==> src/fcst_pkg.sv <==
// Package: constants for the flash command and status host controller
// Assumes a 20 MHz system clock; all flash pins are sampled synchronously
package fcst_pkg;
  localparam int          CLK_MHZ          = 20;
  localparam int          ADDR_W           = 20;
  localparam int          DATA_W           = 16;
  // Times in their own units
  localparam int          T_RP_NS          = 500;
  localparam int          T_RH_NS          = 50;
  localparam int          T_READY_US       = 20;
  localparam int          T_OEHP_NS        = 90;
  localparam int          T_CMD_NS         = 100;
  localparam int          T_BUSY_NS        = 90;
  localparam int          T_BUSY_SUSP_NS   = 300;
  localparam int          T_SUSP_PROG_NS   = 1500;
  localparam int          T_SUSP_ERASE_US  = 15;
  localparam int          T_RESUME_US      = 1;
  // Cycle counts: least times round up, longest times round down
  localparam int          CYC_RP           = (T_RP_NS * CLK_MHZ + 999) / 1000;
  localparam int          CYC_RH           = (T_RH_NS * CLK_MHZ + 999) / 1000;
  localparam int          CYC_READY        = T_READY_US * CLK_MHZ;
  localparam int          CYC_OEHP         = (T_OEHP_NS * CLK_MHZ + 999) / 1000;
  localparam int          CYC_CMD          = (T_CMD_NS * CLK_MHZ + 999) / 1000;
  localparam int          CYC_BUSY         = (T_BUSY_NS * CLK_MHZ) / 1000 < 1 ? 1 : (T_BUSY_NS * CLK_MHZ) / 1000;
  localparam int          CYC_BUSY_SUSP    = (T_BUSY_SUSP_NS * CLK_MHZ) / 1000;
  localparam int          CYC_SUSP_PROG    = (T_SUSP_PROG_NS * CLK_MHZ) / 1000;
  localparam int          CYC_SUSP_ERASE   = T_SUSP_ERASE_US * CLK_MHZ;
  localparam int          CYC_RESUME       = T_RESUME_US * CLK_MHZ;
  localparam int          CNT_W            = 10;
  // Low address lines for protect verify: bit6, bit1, bit0 = 0, 1, 0
  localparam logic [2:0]  PROT_VERIFY_LOW  = 3'h2;
  localparam logic [7:0]  PROT_YES         = 8'h01;
  localparam int          POLL_BIT         = 7;
  localparam int          TOGGLE_BIT       = 6;
  localparam int          STEP_MAX         = 6;
  typedef enum logic [2:0] {
    FCST_PROGRAM, FCST_CHIP_ERASE, FCST_BLOCK_ERASE, FCST_SUSPEND,
    FCST_RESUME, FCST_PROT_VERIFY, FCST_READ, FCST_RESET
  } fcst_cmd_t;
endpackage : fcst_pkg

==> src/fcst_bus_if.sv <==
// Interface: one bus cycle request from the sequencer to the bus cycle engine
// Assumes both ends run on the same clock
`timescale 1ns/1ns
interface fcst_bus_if;
  import fcst_pkg::*;
  logic              req;
  logic              wr;
  logic [ADDR_W-1:0] addr;
  logic [DATA_W-1:0] wdata;
  logic              done;
  logic [DATA_W-1:0] rdata;
  modport seq (output req, output wr, output addr, output wdata, input done, input rdata);
  modport eng (input req, input wr, input addr, input wdata, output done, output rdata);
endinterface : fcst_bus_if

==> src/fcst_cycle.sv <==
// Bus cycle engine: one write or read cycle on the flash pins
// Assumes pin inputs are synchronous to i_clk
`timescale 1ns/1ns
module fcst_cycle
  import fcst_pkg::*;
(
  input  wire logic              i_clk,
  input  wire logic              i_arst_n,
  fcst_bus_if.eng                bus,
  input  wire logic [DATA_W-1:0] i_dq,
  output logic                   o_ce_n,
  output logic                   o_we_n,
  output logic                   o_oe_n,
  output logic                   o_dq_oe,
  output logic [DATA_W-1:0]      o_dq,
  output logic [ADDR_W-1:0]      o_addr
);
  localparam logic [CNT_W-1:0] HOLD = CNT_W'(CYC_OEHP);
  localparam logic [CNT_W-1:0] GAP  = CNT_W'(CYC_CMD);
  typedef enum {C_IDLE, C_STROBE, C_GAP} fcst_cst_t;
  fcst_cst_t        st_q;
  logic [CNT_W-1:0] cnt_q;
  logic             wr_q;

  always_ff @(posedge i_clk or negedge i_arst_n) begin
    if (!i_arst_n) begin
      st_q      <= C_IDLE;
      cnt_q     <= '0;
      wr_q      <= 1'b0;
      o_ce_n    <= 1'b1;
      o_we_n    <= 1'b1;
      o_oe_n    <= 1'b1;
      o_dq_oe   <= 1'b0;
      o_dq      <= '0;
      o_addr    <= '0;
      bus.done  <= 1'b0;
      bus.rdata <= '0;
    end else begin
      bus.done <= 1'b0;
      unique case (st_q)
        C_IDLE: begin
          if (bus.req) begin
            st_q    <= C_STROBE;
            cnt_q   <= HOLD;
            wr_q    <= bus.wr;
            o_addr  <= bus.addr;
            o_dq    <= bus.wdata;
            o_dq_oe <= bus.wr;
            o_ce_n  <= 1'b0;
            o_we_n  <= !bus.wr;
            o_oe_n  <= bus.wr;
          end
        end
        C_STROBE: begin
          if (cnt_q == CNT_W'(1)) begin
            st_q   <= C_GAP;
            cnt_q  <= GAP;
            o_we_n <= 1'b1;
            o_oe_n <= 1'b1;
            o_ce_n <= 1'b1;
            if (!wr_q) begin
              bus.rdata <= i_dq;
            end
          end else begin
            cnt_q <= cnt_q - CNT_W'(1);
          end
        end
        C_GAP: begin
          o_dq_oe <= 1'b0;
          if (cnt_q == CNT_W'(1)) begin
            st_q     <= C_IDLE;
            bus.done <= 1'b1;
          end else begin
            cnt_q <= cnt_q - CNT_W'(1);
          end
        end
      endcase
    end
  end

  a_strobe_width: assert property (@(posedge i_clk) disable iff (!i_arst_n)
    $fell(o_ce_n) |-> !o_ce_n [*2] ##1 o_ce_n) else $error("strobe length differs from hold time");
endmodule : fcst_cycle

==> src/fcst_host.sv <==
// Host controller: issues program, erase, suspend, resume, reset and protect verify to a NOR flash
// Assumes the flash pins are wired straight to the ports; ready_busy_n is sampled synchronously
`timescale 1ns/1ns
// Behaviour
// - The host holds the hardware reset pin low for at least 500 ns.
// - The host polls at the program address for program, inside the block for block erase, anywhere for chip erase.
// - While erase is suspended the host polls at an address outside the suspended block.
// - A protect verify read uses the block address with bit6, bit1, bit0 set to 0, 1, 0.
module fcst_host
  import fcst_pkg::*;
#(
  parameter int READY_CYC = CYC_READY
)(
  input  wire logic              i_clk,
  input  wire logic              i_arst_n,
  input  wire logic              i_start,
  input  wire fcst_pkg::fcst_cmd_t i_cmd,
  input  wire logic [ADDR_W-1:0] i_addr,
  input  wire logic [DATA_W-1:0] i_data,
  input  wire logic              i_erase_susp,
  input  wire logic [ADDR_W-1:0] i_outside_addr,
  input  wire logic [DATA_W-1:0] i_dq,
  input  wire logic              i_ready_busy_n,
  output logic                   o_busy,
  output logic                   o_done,
  output logic                   o_fail,
  output logic                   o_protected,
  output logic [DATA_W-1:0]      o_rdata,
  output logic                   o_reset_n,
  output logic                   o_ce_n,
  output logic                   o_we_n,
  output logic                   o_oe_n,
  output logic                   o_dq_oe,
  output logic [DATA_W-1:0]      o_dq,
  output logic [ADDR_W-1:0]      o_addr
);
  import fcst_pkg::*;
  localparam int WT_W = 16;
  typedef enum {H_IDLE, H_SEQ, H_BUSYWAIT, H_POLL, H_WAIT, H_RST_LOW, H_RST_HOLD, H_RST_REC} fcst_hst_t;

  fcst_bus_if bus ();
  fcst_hst_t         st_q;
  fcst_cmd_t         cmd_q;
  logic [ADDR_W-1:0] addr_q;
  logic [DATA_W-1:0] data_q;
  logic [2:0]        step_q;
  logic [WT_W-1:0]   wt_q;
  logic              susp_q;
  logic              tog_q;
  logic              have_tog_q;
  logic              req_q;
  logic              wr_q;
  logic [ADDR_W-1:0] baddr_q;
  logic [DATA_W-1:0] bdata_q;

  assign bus.req   = req_q;
  assign bus.wr    = wr_q;
  assign bus.addr  = baddr_q;
  assign bus.wdata = bdata_q;

  fcst_cycle u_cycle (
    .i_clk    (i_clk),
    .i_arst_n (i_arst_n),
    .bus      (bus),
    .i_dq     (i_dq),
    .o_ce_n   (o_ce_n),
    .o_we_n   (o_we_n),
    .o_oe_n   (o_oe_n),
    .o_dq_oe  (o_dq_oe),
    .o_dq     (o_dq),
    .o_addr   (o_addr)
  );

  ////////////////////////////////////////////////////////////////////////////
  // Unlock sequences: number of writes and each address/data pair
  function automatic logic [2:0] seq_len(input fcst_cmd_t c);
    unique case (c)
      FCST_PROGRAM:     seq_len = 3'h4;
      FCST_CHIP_ERASE:  seq_len = 3'h6;
      FCST_BLOCK_ERASE: seq_len = 3'h6;
      default:          seq_len = 3'h1;
    endcase
  endfunction : seq_len

  function automatic logic [ADDR_W+DATA_W-1:0] seq_word(input fcst_cmd_t c, input logic [2:0] s,
                                                         input logic [ADDR_W-1:0] a, input logic [DATA_W-1:0] d);
    logic [ADDR_W-1:0] ua;
    logic [DATA_W-1:0] ud;
    ua = (s == 3'h1 || s == 3'h4) ? ADDR_W'(20'h002AA) : ADDR_W'(20'h00555);
    ud = (s == 3'h1 || s == 3'h4) ? 16'h0055 : 16'h00AA;
    if (s == 3'h2) begin
      ud = (c == FCST_PROGRAM) ? 16'h00A0 : 16'h0080;
    end
    unique case (c)
      FCST_PROGRAM:     if (s == 3'h3) begin ua = a; ud = d; end
      FCST_CHIP_ERASE:  if (s == 3'h5) begin ud = 16'h0010; end
      FCST_BLOCK_ERASE: if (s == 3'h5) begin ua = a; ud = 16'h0030; end
      FCST_SUSPEND:     begin ua = a; ud = 16'h00B0; end
      FCST_RESUME:      begin ua = a; ud = 16'h0030; end
      default:          begin ua = a; ud = d; end
    endcase
    seq_word = {ua, ud};
  endfunction : seq_word

  // Address at which status is polled
  function automatic logic [ADDR_W-1:0] poll_address(input fcst_cmd_t c, input logic s,
                                                      input logic [ADDR_W-1:0] a, input logic [ADDR_W-1:0] o);
    if (s) begin
      poll_address = o;
    end else if (c == FCST_CHIP_ERASE) begin
      poll_address = '0;
    end else begin
      poll_address = a;
    end
  endfunction : poll_address

  ////////////////////////////////////////////////////////////////////////////
  // Sequencer
  always_ff @(posedge i_clk or negedge i_arst_n) begin
    if (!i_arst_n) begin
      st_q        <= H_IDLE;
      cmd_q       <= FCST_READ;
      addr_q      <= '0;
      data_q      <= '0;
      step_q      <= '0;
      wt_q        <= '0;
      susp_q      <= 1'b0;
      tog_q       <= 1'b0;
      have_tog_q  <= 1'b0;
      req_q       <= 1'b0;
      wr_q        <= 1'b0;
      baddr_q     <= '0;
      bdata_q     <= '0;
      o_busy      <= 1'b0;
      o_done      <= 1'b0;
      o_fail      <= 1'b0;
      o_protected <= 1'b0;
      o_rdata     <= '0;
      o_reset_n   <= 1'b1;
    end else begin
      o_done <= 1'b0;
      req_q  <= 1'b0;
      unique case (st_q)
        H_IDLE: begin
          if (i_start) begin
            cmd_q  <= i_cmd;
            addr_q <= (i_cmd == FCST_PROT_VERIFY) ? {i_addr[ADDR_W-1:7], 1'b0, i_addr[5:2], PROT_VERIFY_LOW[1:0]}
                                                  : i_addr;
            data_q <= i_data;
            susp_q <= i_erase_susp;
            step_q <= '0;
            o_busy <= 1'b1;
            o_fail <= 1'b0;
            if (i_cmd == FCST_RESET) begin
              st_q      <= H_RST_LOW;
              o_reset_n <= 1'b0;
              wt_q      <= WT_W'(CYC_RP);
            end else begin
              st_q <= H_SEQ;
            end
          end
        end
        H_SEQ: begin
          if (!req_q && !bus.done && step_q < seq_len(cmd_q)) begin
            req_q   <= 1'b1;
            wr_q    <= !(cmd_q == FCST_READ || cmd_q == FCST_PROT_VERIFY);
            {baddr_q, bdata_q} <= seq_word(cmd_q, step_q, addr_q, data_q);
          end
          if (bus.done) begin
            step_q <= step_q + 3'h1;
            if (step_q + 3'h1 == seq_len(cmd_q)) begin
              unique case (cmd_q)
                FCST_READ, FCST_PROT_VERIFY: begin
                  st_q        <= H_IDLE;
                  o_busy      <= 1'b0;
                  o_done      <= 1'b1;
                  o_rdata     <= bus.rdata;
                  o_protected <= bus.rdata[7:0] == PROT_YES;
                end
                FCST_SUSPEND: begin
                  st_q <= H_WAIT;
                  wt_q <= WT_W'(susp_q ? CYC_SUSP_ERASE : CYC_SUSP_PROG);
                end
                FCST_RESUME: begin
                  st_q <= H_WAIT;
                  wt_q <= WT_W'(CYC_RESUME);
                end
                default: begin
                  st_q <= H_BUSYWAIT;
                  wt_q <= WT_W'(susp_q ? CYC_BUSY_SUSP : CYC_BUSY);
                end
              endcase
            end
          end
        end
        H_BUSYWAIT: begin
          if (wt_q == WT_W'(1)) begin
            st_q       <= H_POLL;
            have_tog_q <= 1'b0;
          end else begin
            wt_q <= wt_q - WT_W'(1);
          end
        end
        H_POLL: begin
          if (!req_q && !bus.done) begin
            req_q   <= 1'b1;
            wr_q    <= 1'b0;
            baddr_q <= poll_address(cmd_q, susp_q, addr_q, i_outside_addr);
          end
          if (bus.done) begin
            tog_q      <= bus.rdata[TOGGLE_BIT];
            have_tog_q <= 1'b1;
            // Ready and toggle stopped means the flash is back in read mode
            if (i_ready_busy_n && have_tog_q && tog_q == bus.rdata[TOGGLE_BIT]) begin
              st_q    <= H_IDLE;
              o_busy  <= 1'b0;
              o_done  <= 1'b1;
              o_rdata <= bus.rdata;
              o_fail  <= cmd_q == FCST_PROGRAM && bus.rdata[POLL_BIT] != data_q[POLL_BIT];
            end
          end
        end
        H_WAIT: begin
          if (wt_q == WT_W'(1)) begin
            st_q   <= H_IDLE;
            o_busy <= 1'b0;
            o_done <= 1'b1;
          end else begin
            wt_q <= wt_q - WT_W'(1);
          end
        end
        H_RST_LOW: begin
          if (wt_q == WT_W'(1)) begin
            st_q      <= H_RST_HOLD;
            o_reset_n <= 1'b1;
            wt_q      <= WT_W'(READY_CYC - CYC_RP);
          end else begin
            wt_q <= wt_q - WT_W'(1);
          end
        end
        H_RST_HOLD: begin
          if (wt_q <= WT_W'(1)) begin
            st_q <= H_RST_REC;
            wt_q <= WT_W'(CYC_RH);
          end else begin
            wt_q <= wt_q - WT_W'(1);
          end
        end
        H_RST_REC: begin
          if (wt_q == WT_W'(1)) begin
            st_q   <= H_IDLE;
            o_busy <= 1'b0;
            o_done <= 1'b1;
          end else begin
            wt_q <= wt_q - WT_W'(1);
          end
        end
      endcase
    end
  end

  a_reset_width: assert property (@(posedge i_clk) disable iff (!i_arst_n)
    $fell(o_reset_n) |-> !o_reset_n [*8]) else $error("reset pulse too short");
  a_reset_recover: assert property (@(posedge i_clk) disable iff (!i_arst_n)
    $rose(o_reset_n) |-> o_ce_n [*2]) else $error("bus cycle too soon after reset");
  a_verify_addr: assert property (@(posedge i_clk) disable iff (!i_arst_n)
    (st_q == H_SEQ && cmd_q == FCST_PROT_VERIFY && !o_ce_n) |->
    (o_addr[6] == 1'b0 && o_addr[1:0] == 2'h2)) else $error("protect verify address wrong");
  a_suspend_addr: assert property (@(posedge i_clk) disable iff (!i_arst_n)
    (st_q == H_POLL && susp_q && !o_ce_n) |-> o_addr == i_outside_addr) else $error("poll inside suspended block");
  a_prot_flag: assert property (@(posedge i_clk) disable iff (!i_arst_n)
    (st_q == H_SEQ && cmd_q == FCST_PROT_VERIFY && bus.done) |=> o_protected == (o_rdata[7:0] == 8'h01))
    else $error("protect flag wrong");
  a_busy_wait: assert property (@(posedge i_clk) disable iff (!i_arst_n)
    (st_q == H_SEQ && bus.done && cmd_q == FCST_PROGRAM && step_q == 3'h3) |=> st_q == H_BUSYWAIT)
    else $error("program did not wait for busy");
  a_done_idle: assert property (@(posedge i_clk) disable iff (!i_arst_n)
    o_done |-> !o_busy && st_q == H_IDLE) else $error("done while still busy");
  a_poll_read: assert property (@(posedge i_clk) disable iff (!i_arst_n)
    (st_q == H_POLL && !o_ce_n) |-> !o_dq_oe) else $error("poll cycle drives data");
endmodule : fcst_host

==> config.mk <==
export PLATFORM = sky130hd
export DESIGN_NAME = fcst_host
export DESIGN_NICKNAME = d
export VERILOG_FILES = /design/src/fcst_pkg.sv /design/src/fcst_bus_if.sv /design/src/fcst_cycle.sv /design/src/fcst_host.sv
export SDC_FILE = /design/constraint.sdc
export NUM_CORES = 1
export LEC_CHECK = 0
export BUFFER_PORTS_ARGS = -buffer_cell sky130_fd_sc_hd__buf_2
export CORE_UTILIZATION = 50
export CTS_BUF_LIST = sky130_fd_sc_hd__clkbuf_16
export DETAILED_ROUTE_END_ITERATION = 6
export GPL_TIMING_DRIVEN = 0
export PLACE_DENSITY_LB_ADDON = 0.2
export SYNTH_ARGS = -nofsm -noshare
export SYNTH_HDL_FRONTEND = slang
export SYNTH_SLANG_ARGS = --single-unit
==> constraint.sdc <==
create_clock -name i_clk -period 4.2 [get_ports i_clk]
set_input_delay 0.63 -clock i_clk [delete_from_list [all_inputs] [get_ports i_clk]]
set_output_delay 0.63 -clock i_clk [all_outputs]
set_load 0.01 [all_outputs]
==> results by group, run 1 <==
Place
  – Placed Instance Area: 0.0102 sq mm
  – Placer Congestion: 0.890
  – I/O Buffers: 140
  – Post-DP HPWL: 15.4 mm
  – Dpl cells: 1290

Clocking
  – Resize count post-CTS: 0
  – Worst skew pair latency: 0.44 ns
  – TritonCTS clock tree: done
  – CTS Hold Buffers Added: 0
  – Clock transition at the registers of the reported paths: 0.07 ns
  – Root buf cell: clkbuf_16
  – CTS buffer count: 17
  – Sink Count: 193
  – Number of H-tree levels: 4
  – Post-CTS Setup Inserts: 0
  – Largest buffer count on any clock path: 2

Drt
  – Met2 Routed Length: 9.85 mm
  – DR top layer: met4
  – DR WL met3: 1.40 mm
  – Antenna viol nets, final: 0
  – Vias/cell: 5.63
  – DRC Markers: 0
  – Drt first pass iters: 5
  – DRT iter0 DRCs: 501
  – Metal1 wirelength: 10.0 mm
  – Via count: 7437
  – Routed wire length: 21.6 mm
  – Average wire per standard cell: 16.3 um

Cells and area
  – Design Area, Final: 0.0108 sq mm
  – Filler cell count: 1543
  – Area Overhead vs Synth: 17.7%
  – Reg area: 0.00484 sq mm
  – Nets@finish: 1175
  – Multi-input gate area: 0.00403 sq mm
  – Fin cells: 1322
  – Share of layout cells above drive strength 1: 0.253

Worst setup path
  – Register-to-register setup slack: 0.67 ns
  – CP Capture Type: flop
  – Critical path class: reg -> reg
  – Arr. time, crit path: 3.82 ns
  – Worst EP required: 4.49 ns
  – CP Launch Type: flop
  – Crit-path max FO: 10

Power
  – Leakage: 5.38 nW
  – Power density over cell area: 333 mW/mm^2
  – Tot Pwr: 0.00360 W
  – Max rail drop VDD: 0.277 mV

Synth
  – Most common flop cell mapped by yosys: dfrtp_1
  – Post-synthesis cell count: 920
  – Yosys reg bits: 193
  – Mapped Nets: 1015
  – Fraction of registers with async set/reset: 1.00
  – Synth warnings: 0
  – Yosys top cell area share: 0.510
  – Yosys top cell by area: dfrtp_1
  – Sequential cell area fraction in the yosys report: 0.527
  – Post-synth EDFFs: 0
  – Most numerous cell in the Yosys netlist: dfrtp_1
  – Mapped Area: 0.00917 sq mm
  – Syn avg cell area: 9.97 sq um
  – Synth area leaders: dfrtp_1 (51%), mux2_2 (8.8%), nand2_1 (7.5%)
  – Number of library cell types mapped by synthesis: 70
  – Synth cell count leaders: dfrtp_1 (187), nand2_1 (183), mux2_2 (72)

Timing
  – Tightest Pin Transition: 0.824 ns
  – Fmax: 283 MHz
  – Final Max Tran Viols: 0
  – Final Hold Violating Endpoints: 0
  – RSZ-0062 raised after global routing: no
  – Worst Skew: 0.0148 ns
  – Tcrit/Tclk final: 0.841
  – Worst rel slew slack: 0.447
  – Min cycle time layout: 3.53 ns
  – Final Setup Violations: 0

Global routing
  – Vias in the first global route: 6816
  – Initial antenna violation count: 0
  – Largest net degree at the start of global routing: 119
  – Gr ovfl total: 0
  – First-pass GRT wire length: 34.6 mm
  – Tot GR Track Use: 0.238

Die
  – Core ar.: 0.0180 sq mm
  – Num ports: 141
  – Die ar.: 0.0189 sq mm
  – Initial Utilization: 0.511
  – Die Y: 137 um
  – Die W: 137 um
  – Rows: 49

Job
  – Max Cap Viol: 0

Worst hold path
  – Path category of the worst min-delay check: in -> async

Run status
  – Status: complete, no violations
[layout make-up]
cell class,instances,share of cell area
antenna,1,0.000232
buffer,47,0.0190
clock buffer,17,0.0394
clock inverter,14,0.0161
inverter,27,0.00938
multi-input combinational,653,0.373
sequential,193,0.448
tap,229,0.0265
timing repair buffer,141,0.0684
[final timing paths]
check,from,cells past startpoint,to
setup / recovery,cmd_q[2],11,wt_q[4]
hold / removal,i_arst_n,1,u_cycle.o_dq[12]
setup reg to reg,cmd_q[2],11,wt_q[4]
hold reg to reg,wt_q[13],1,wt_q[13]
max in group asynchronous,i_arst_n,2,st_q[1]
min in group i_clk,i_data[12],3,data_q[12]
[kinds of logic after synthesis]
| kind of cell | after synthesis | synth area share |
|---|---|---|
| buffers and inverters | 74 | 0.0334 |
| multiplexers | 72 | 0.0884 |
| XOR/XNOR | 11 | 0.0105 |
| flip-flops | 193 | 0.527 |
| AO/OA/AOI/OAI | 208 | 0.146 |
| AND/OR/NAND/NOR | 347 | 0.174 |
| adder cells (fa/ha/maj) | 15 | 0.0205 |
[cell usage in the layout, fill, tap and decap left out, types with 7 or more instances in the layout]
cell type / count
dfrtp_1: 187
nand2_1: 183
buf_2: 147
mux2_2: 72
o21ai_0: 63
nor2_1: 57
a21oi_1: 52
clkbuf_1: 28
inv_1: 26
nor3_1: 26
a221oi_1: 17
clkbuf_16: 17
ha_1: 15
nand3_1: 13
nor2b_1: 10
nand2b_1: 10
o31ai_1: 9
or3_1: 9
nor4_1: 8
a22oi_1: 8
buf_1: 7
a211o_1: 7
[through the flow]
stage	setup WS (ns)	hold WS [ns]	util	setup TNS [ns]
after floorplan	1.27	0.334	-	0
after global placement	-0.730	0.457	0.566	-133.19
after detailed placement	0.617	0.462	0.568	0
after CTS	0.615	0.179	0.601	0
after global routing	0.408	0.194	0.601	0
final	0.669	0.144	0.601	0
[metal layers]
| layer | up-vias | GRT usage |
|---|---|---|
| li1 | 3563 | - |
| met1 | 3630 | 0.340 |
| met2 | 220 | 0.366 |
| met3 | 24 | 0.0460 |
| met4 | 0 | 0.0690 |
| met5 | - | 0 |
[sequential cells by signal (all words and copies together), names as in the netlist, 2 cells and up]
| signal | cells |
|---|---|
| bdata_q | 16 |
| baddr_q | 20 |
| data_q | 16 |
| cmd_q | 3 |
| u_cycle.o_dq | 16 |
| step_q | 3 |
| u_cycle.st_q | 2 |
| addr_q | 20 |
| u_cycle.o_addr | 20 |
| o_rdata | 16 |
| u_cycle.bus.rdata | 16 |
| st_q | 3 |
| u_cycle.cnt_q | 10 |
| wt_q | 16 |
[power by group]
group	internal, W	total, W	leakage (nW)	switching, W
Combinational	0.0000301	0.0000822	2.52	0.0000520
Clock	0.000898	0.00166	0.290	0.000762
Sequential	0.00186	0.00186	2.57	0
[worst max-delay path: stages, from the launching register on]
cell      delay, ns
dfstp_2        0.52
buf_2          0.21
clkbuf_1       0.34
clkbuf_1       0.45
a21o_1         0.18
ha_1           0.28
nand2b_1       0.17
a221oi_1       0.50
o22ai_2        0.27
buf_6          0.21
o21ai_0        0.14
o21ai_0        0.11
Power figures use the tool's default switching activity.
==> run 2, diff against run 1 <==
==> constraint.sdc (replaced) <==
create_clock -name i_clk -period 3.28 [get_ports i_clk]
set_input_delay 0.492 -clock i_clk [delete_from_list [all_inputs] [get_ports i_clk]]
set_output_delay 0.492 -clock i_clk [all_outputs]
set_load 0.01 [all_outputs]
==> results by group, run 2 (same netlist as run 1, synthesis figures left out) <==
Worst setup path
  – Crit-path cells: buf_2, buf_1, a21o_1, ha_1, nand2b_1, a221oi_1, o22ai_2, buf_6, o21ai_0, o21ai_0
  – CP Capture Type: flop
  – Reg2Reg Depth: 10 (-1)
  – CP Launch Type: flop
  – CP max stage cell: dfstp_2
  – Register-to-register setup slack: 0.19 ns (-0.48 ns)
  – Crit path largest cell delay: 0.51 ns (about the same)
  – Arr. time, crit path: 3.38 ns (-0.44 ns)
  – Crit-path most repeated cell: o21ai_0
  – Capturing point of the worst reg2reg path: wt_q[4]
  – Critical R2R Launch: cmd_q[1]
  – Crit-path max FO: 10 (unchanged)
  – Worst EP required: 3.57 ns (-0.92 ns)
  – Critical path class: reg -> reg

Clocking
  – Clock transition at the registers of the reported paths: 0.07 ns (about the same)
  – Sink Count: 193 (unchanged)
  – TritonCTS clock tree: done
  – Number of H-tree levels: 4 (unchanged)
  – CTS Hold Buffers Added: 0 (unchanged)
  – Root buf cell: clkbuf_16
  – CTS buffer count: 17 (unchanged)
  – Worst skew pair latency: 0.44 ns (about the same)
  – Largest buffer count on any clock path: 2 (unchanged)
  – Post-CTS Setup Inserts: 0 (unchanged)

Cells and area
  – Fin cells: 1321 (-0.076%)
  – Filler cell count: 1543 (unchanged)
  – Most frequent cells in the layout: dfrtp_1 (187), nand2_1 (183), buf_2 (147)
  – Design Area, Final: 0.0108 sq mm (about the same)
  – Share of layout cells above drive strength 1: 0.257 (+0.00390)
  – Area Overhead vs Synth: 17.8% (about the same)
  – Commonest non-fill, non-tap cell in the layout: dfrtp_1
  – Largest registers: addr_q: 20 flops, baddr_q: 20 flops, u_cycle.o_addr: 20 flops
  – Nets@finish: 1174 (-0.085%)

Drt
  – Drt first pass iters: 5 (unchanged)
  – Antenna viol nets, final: 0 (unchanged)
  – DRC Markers: 0 (unchanged)
  – Vias/cell: 5.60 (-0.42%)
  – Average wire per standard cell: 16.3 um (+0.16%)
  – Routed wire length: 21.6 mm (about the same)
  – DRT iter0 DRCs: 447 (-11%)
  – Via count: 7400 (-0.50%)

Global routing
  – Gr ovfl total: 0 (unchanged)
  – Vias in the first global route: 6816 (unchanged)
  – Largest net degree at the start of global routing: 119 (unchanged)
  – First-pass GRT wire length: 34.6 mm (unchanged)
  – Tot GR Track Use: 0.238 (unchanged)
  – Initial antenna violation count: 0 (unchanged)

Worst hold path
  – Path category of the worst min-delay check: in -> async

Run status
  – Status: complete, no violations

Power
  – Tot Pwr: 0.00461 W (+28%)
  – P_sw: 0.00104 W (+28%)
  – Seq pwr share: 0.516 (about the same)
  – Leakage: 5.39 nW (+0.16%)
  – Power density over cell area: 426 mW/mm^2 (+28%)
  – Sw Ratio: 0.226 (-0.000405)
  – Clk pwr share: 0.461 (about the same)
  – Max rail drop VDD: 0.353 mV (+27%)
  – Internal power: 0.00357 W (+28%)
  – Combinational share of power: 0.023 (about the same)

Place
  – Placer Congestion: 0.890 (unchanged)
  – I/O Buffers: 140 (unchanged)
  – Placed Instance Area: 0.0102 sq mm (unchanged)
  – Dpl cells: 1290 (unchanged)
  – Post-DP HPWL: 15.4 mm (unchanged)

Timing
  – Tcrit/Tclk final: 0.943 (+0.102)
  – Setup TNS: 0 ns (unchanged)
  – Fmax: 323 MHz (+14%)
  – Final Hold Violating Endpoints: 0 (unchanged)
  – Min cycle time layout: 3.09 ns (-0.438 ns)
  – Worst Skew: 0.0147 ns (-0.000100 ns)
  – Tightest Pin Transition: 0.643 ns (-0.180 ns)
  – RSZ-0062 raised after global routing: no
  – Final Max Tran Viols: 0 (unchanged)
  – Worst rel slew slack: 0.571 (+0.124)
  – Tightest hold margin: 0.00956 ns (-0.134 ns)
  – Final Setup Violations: 0 (unchanged)

Die
  – Num ports: 141 (unchanged)
  – Rows: 49 (unchanged)
  – Initial Utilization: 0.511 (unchanged)
  – Core ar.: 0.0180 sq mm (unchanged)
  – Die ar.: 0.0189 sq mm (unchanged)
  – Die Y: 137 um (unchanged)
  – Die W: 137 um (unchanged)

Job
  – Max Cap Viol: 0 (unchanged)
run 2: cell types whose count changed in the layout (fill, tap and decap cells not counted):
cell      before  now
clkbuf_4       0    1
clkbuf_1      28   24
o21ai_1        1    0
o21ai_2        1    2
clkbuf_2       0    2
run 2: critical path, delay by kind of cell (launching register included):
family                   cells  cell delay [ns]
buffers and inverters        3             0.76
adder cells (fa/ha/maj)      1             0.28
flip-flops                   1             0.51
AND/OR/NAND/NOR              1             0.17
AO/OA/AOI/OAI                5             1.24
run 2: power groups by stage:
stage	clock network (W)	registers (W)	logic, W
2_1_floorplan	0	0.00243	0.00000140
3_3_place_gp	0	0.00242	0.000105
3_5_place_dp	0	0.00242	0.000110
4_1_cts	0.00217	0.00238	0.000110
5_1_grt	0.00226	0.00238	0.000120
6_report	0.00212	0.00238	0.000106
run 2: stage by stage:
stage	util	setup slack, ns
2_1_floorplan	-	0.350
3_3_place_gp	0.566	-1.51
3_5_place_dp	0.568	-0.303
4_1_cts	0.601	0.0441
5_1_grt	0.601	0.0226
6_report	0.602	0.187
run 2: metal layers:
layer | wire (um) | track usage
met1 | 10000 | 0.340
met2 | 9770 | 0.366
met3 | 1490 | 0.0460
met4 | 308 | 0.0690
met5 | 0 | 0
run 2: layout make-up:
cell class                 count  area (sq um)  area share
antenna                        1          2.50    0.000232
timing repair buffer         141           738      0.0683
inverter                      27           101     0.00938
clock inverter                14           174      0.0161
sequential                   193          4840       0.448
tap                          229           287      0.0265
clock buffer                  17           425      0.0394
multi-input combinational    653          4030       0.373
buffer                        46           208      0.0192
run 2: worst max-delay path by stage:
stage / from / end
6_report: cmd_q[1] / wt_q[4]
5_1_grt: cmd_q[1] / wt_q[4]
4_1_cts: cmd_q[2] / wt_q[4]
3_5_place_dp: cmd_q[2] / o_rdata[2]
3_3_place_gp: i_arst_n / o_rdata[3]
2_1_floorplan: cmd_q[2] / bdata_q[4]
run 2: timing repair:
action / in CTS / in global routing
resized for setup: 4 / 4
endpoints found under the setup margin: 60 / 29
gates cloned: 0 / 0
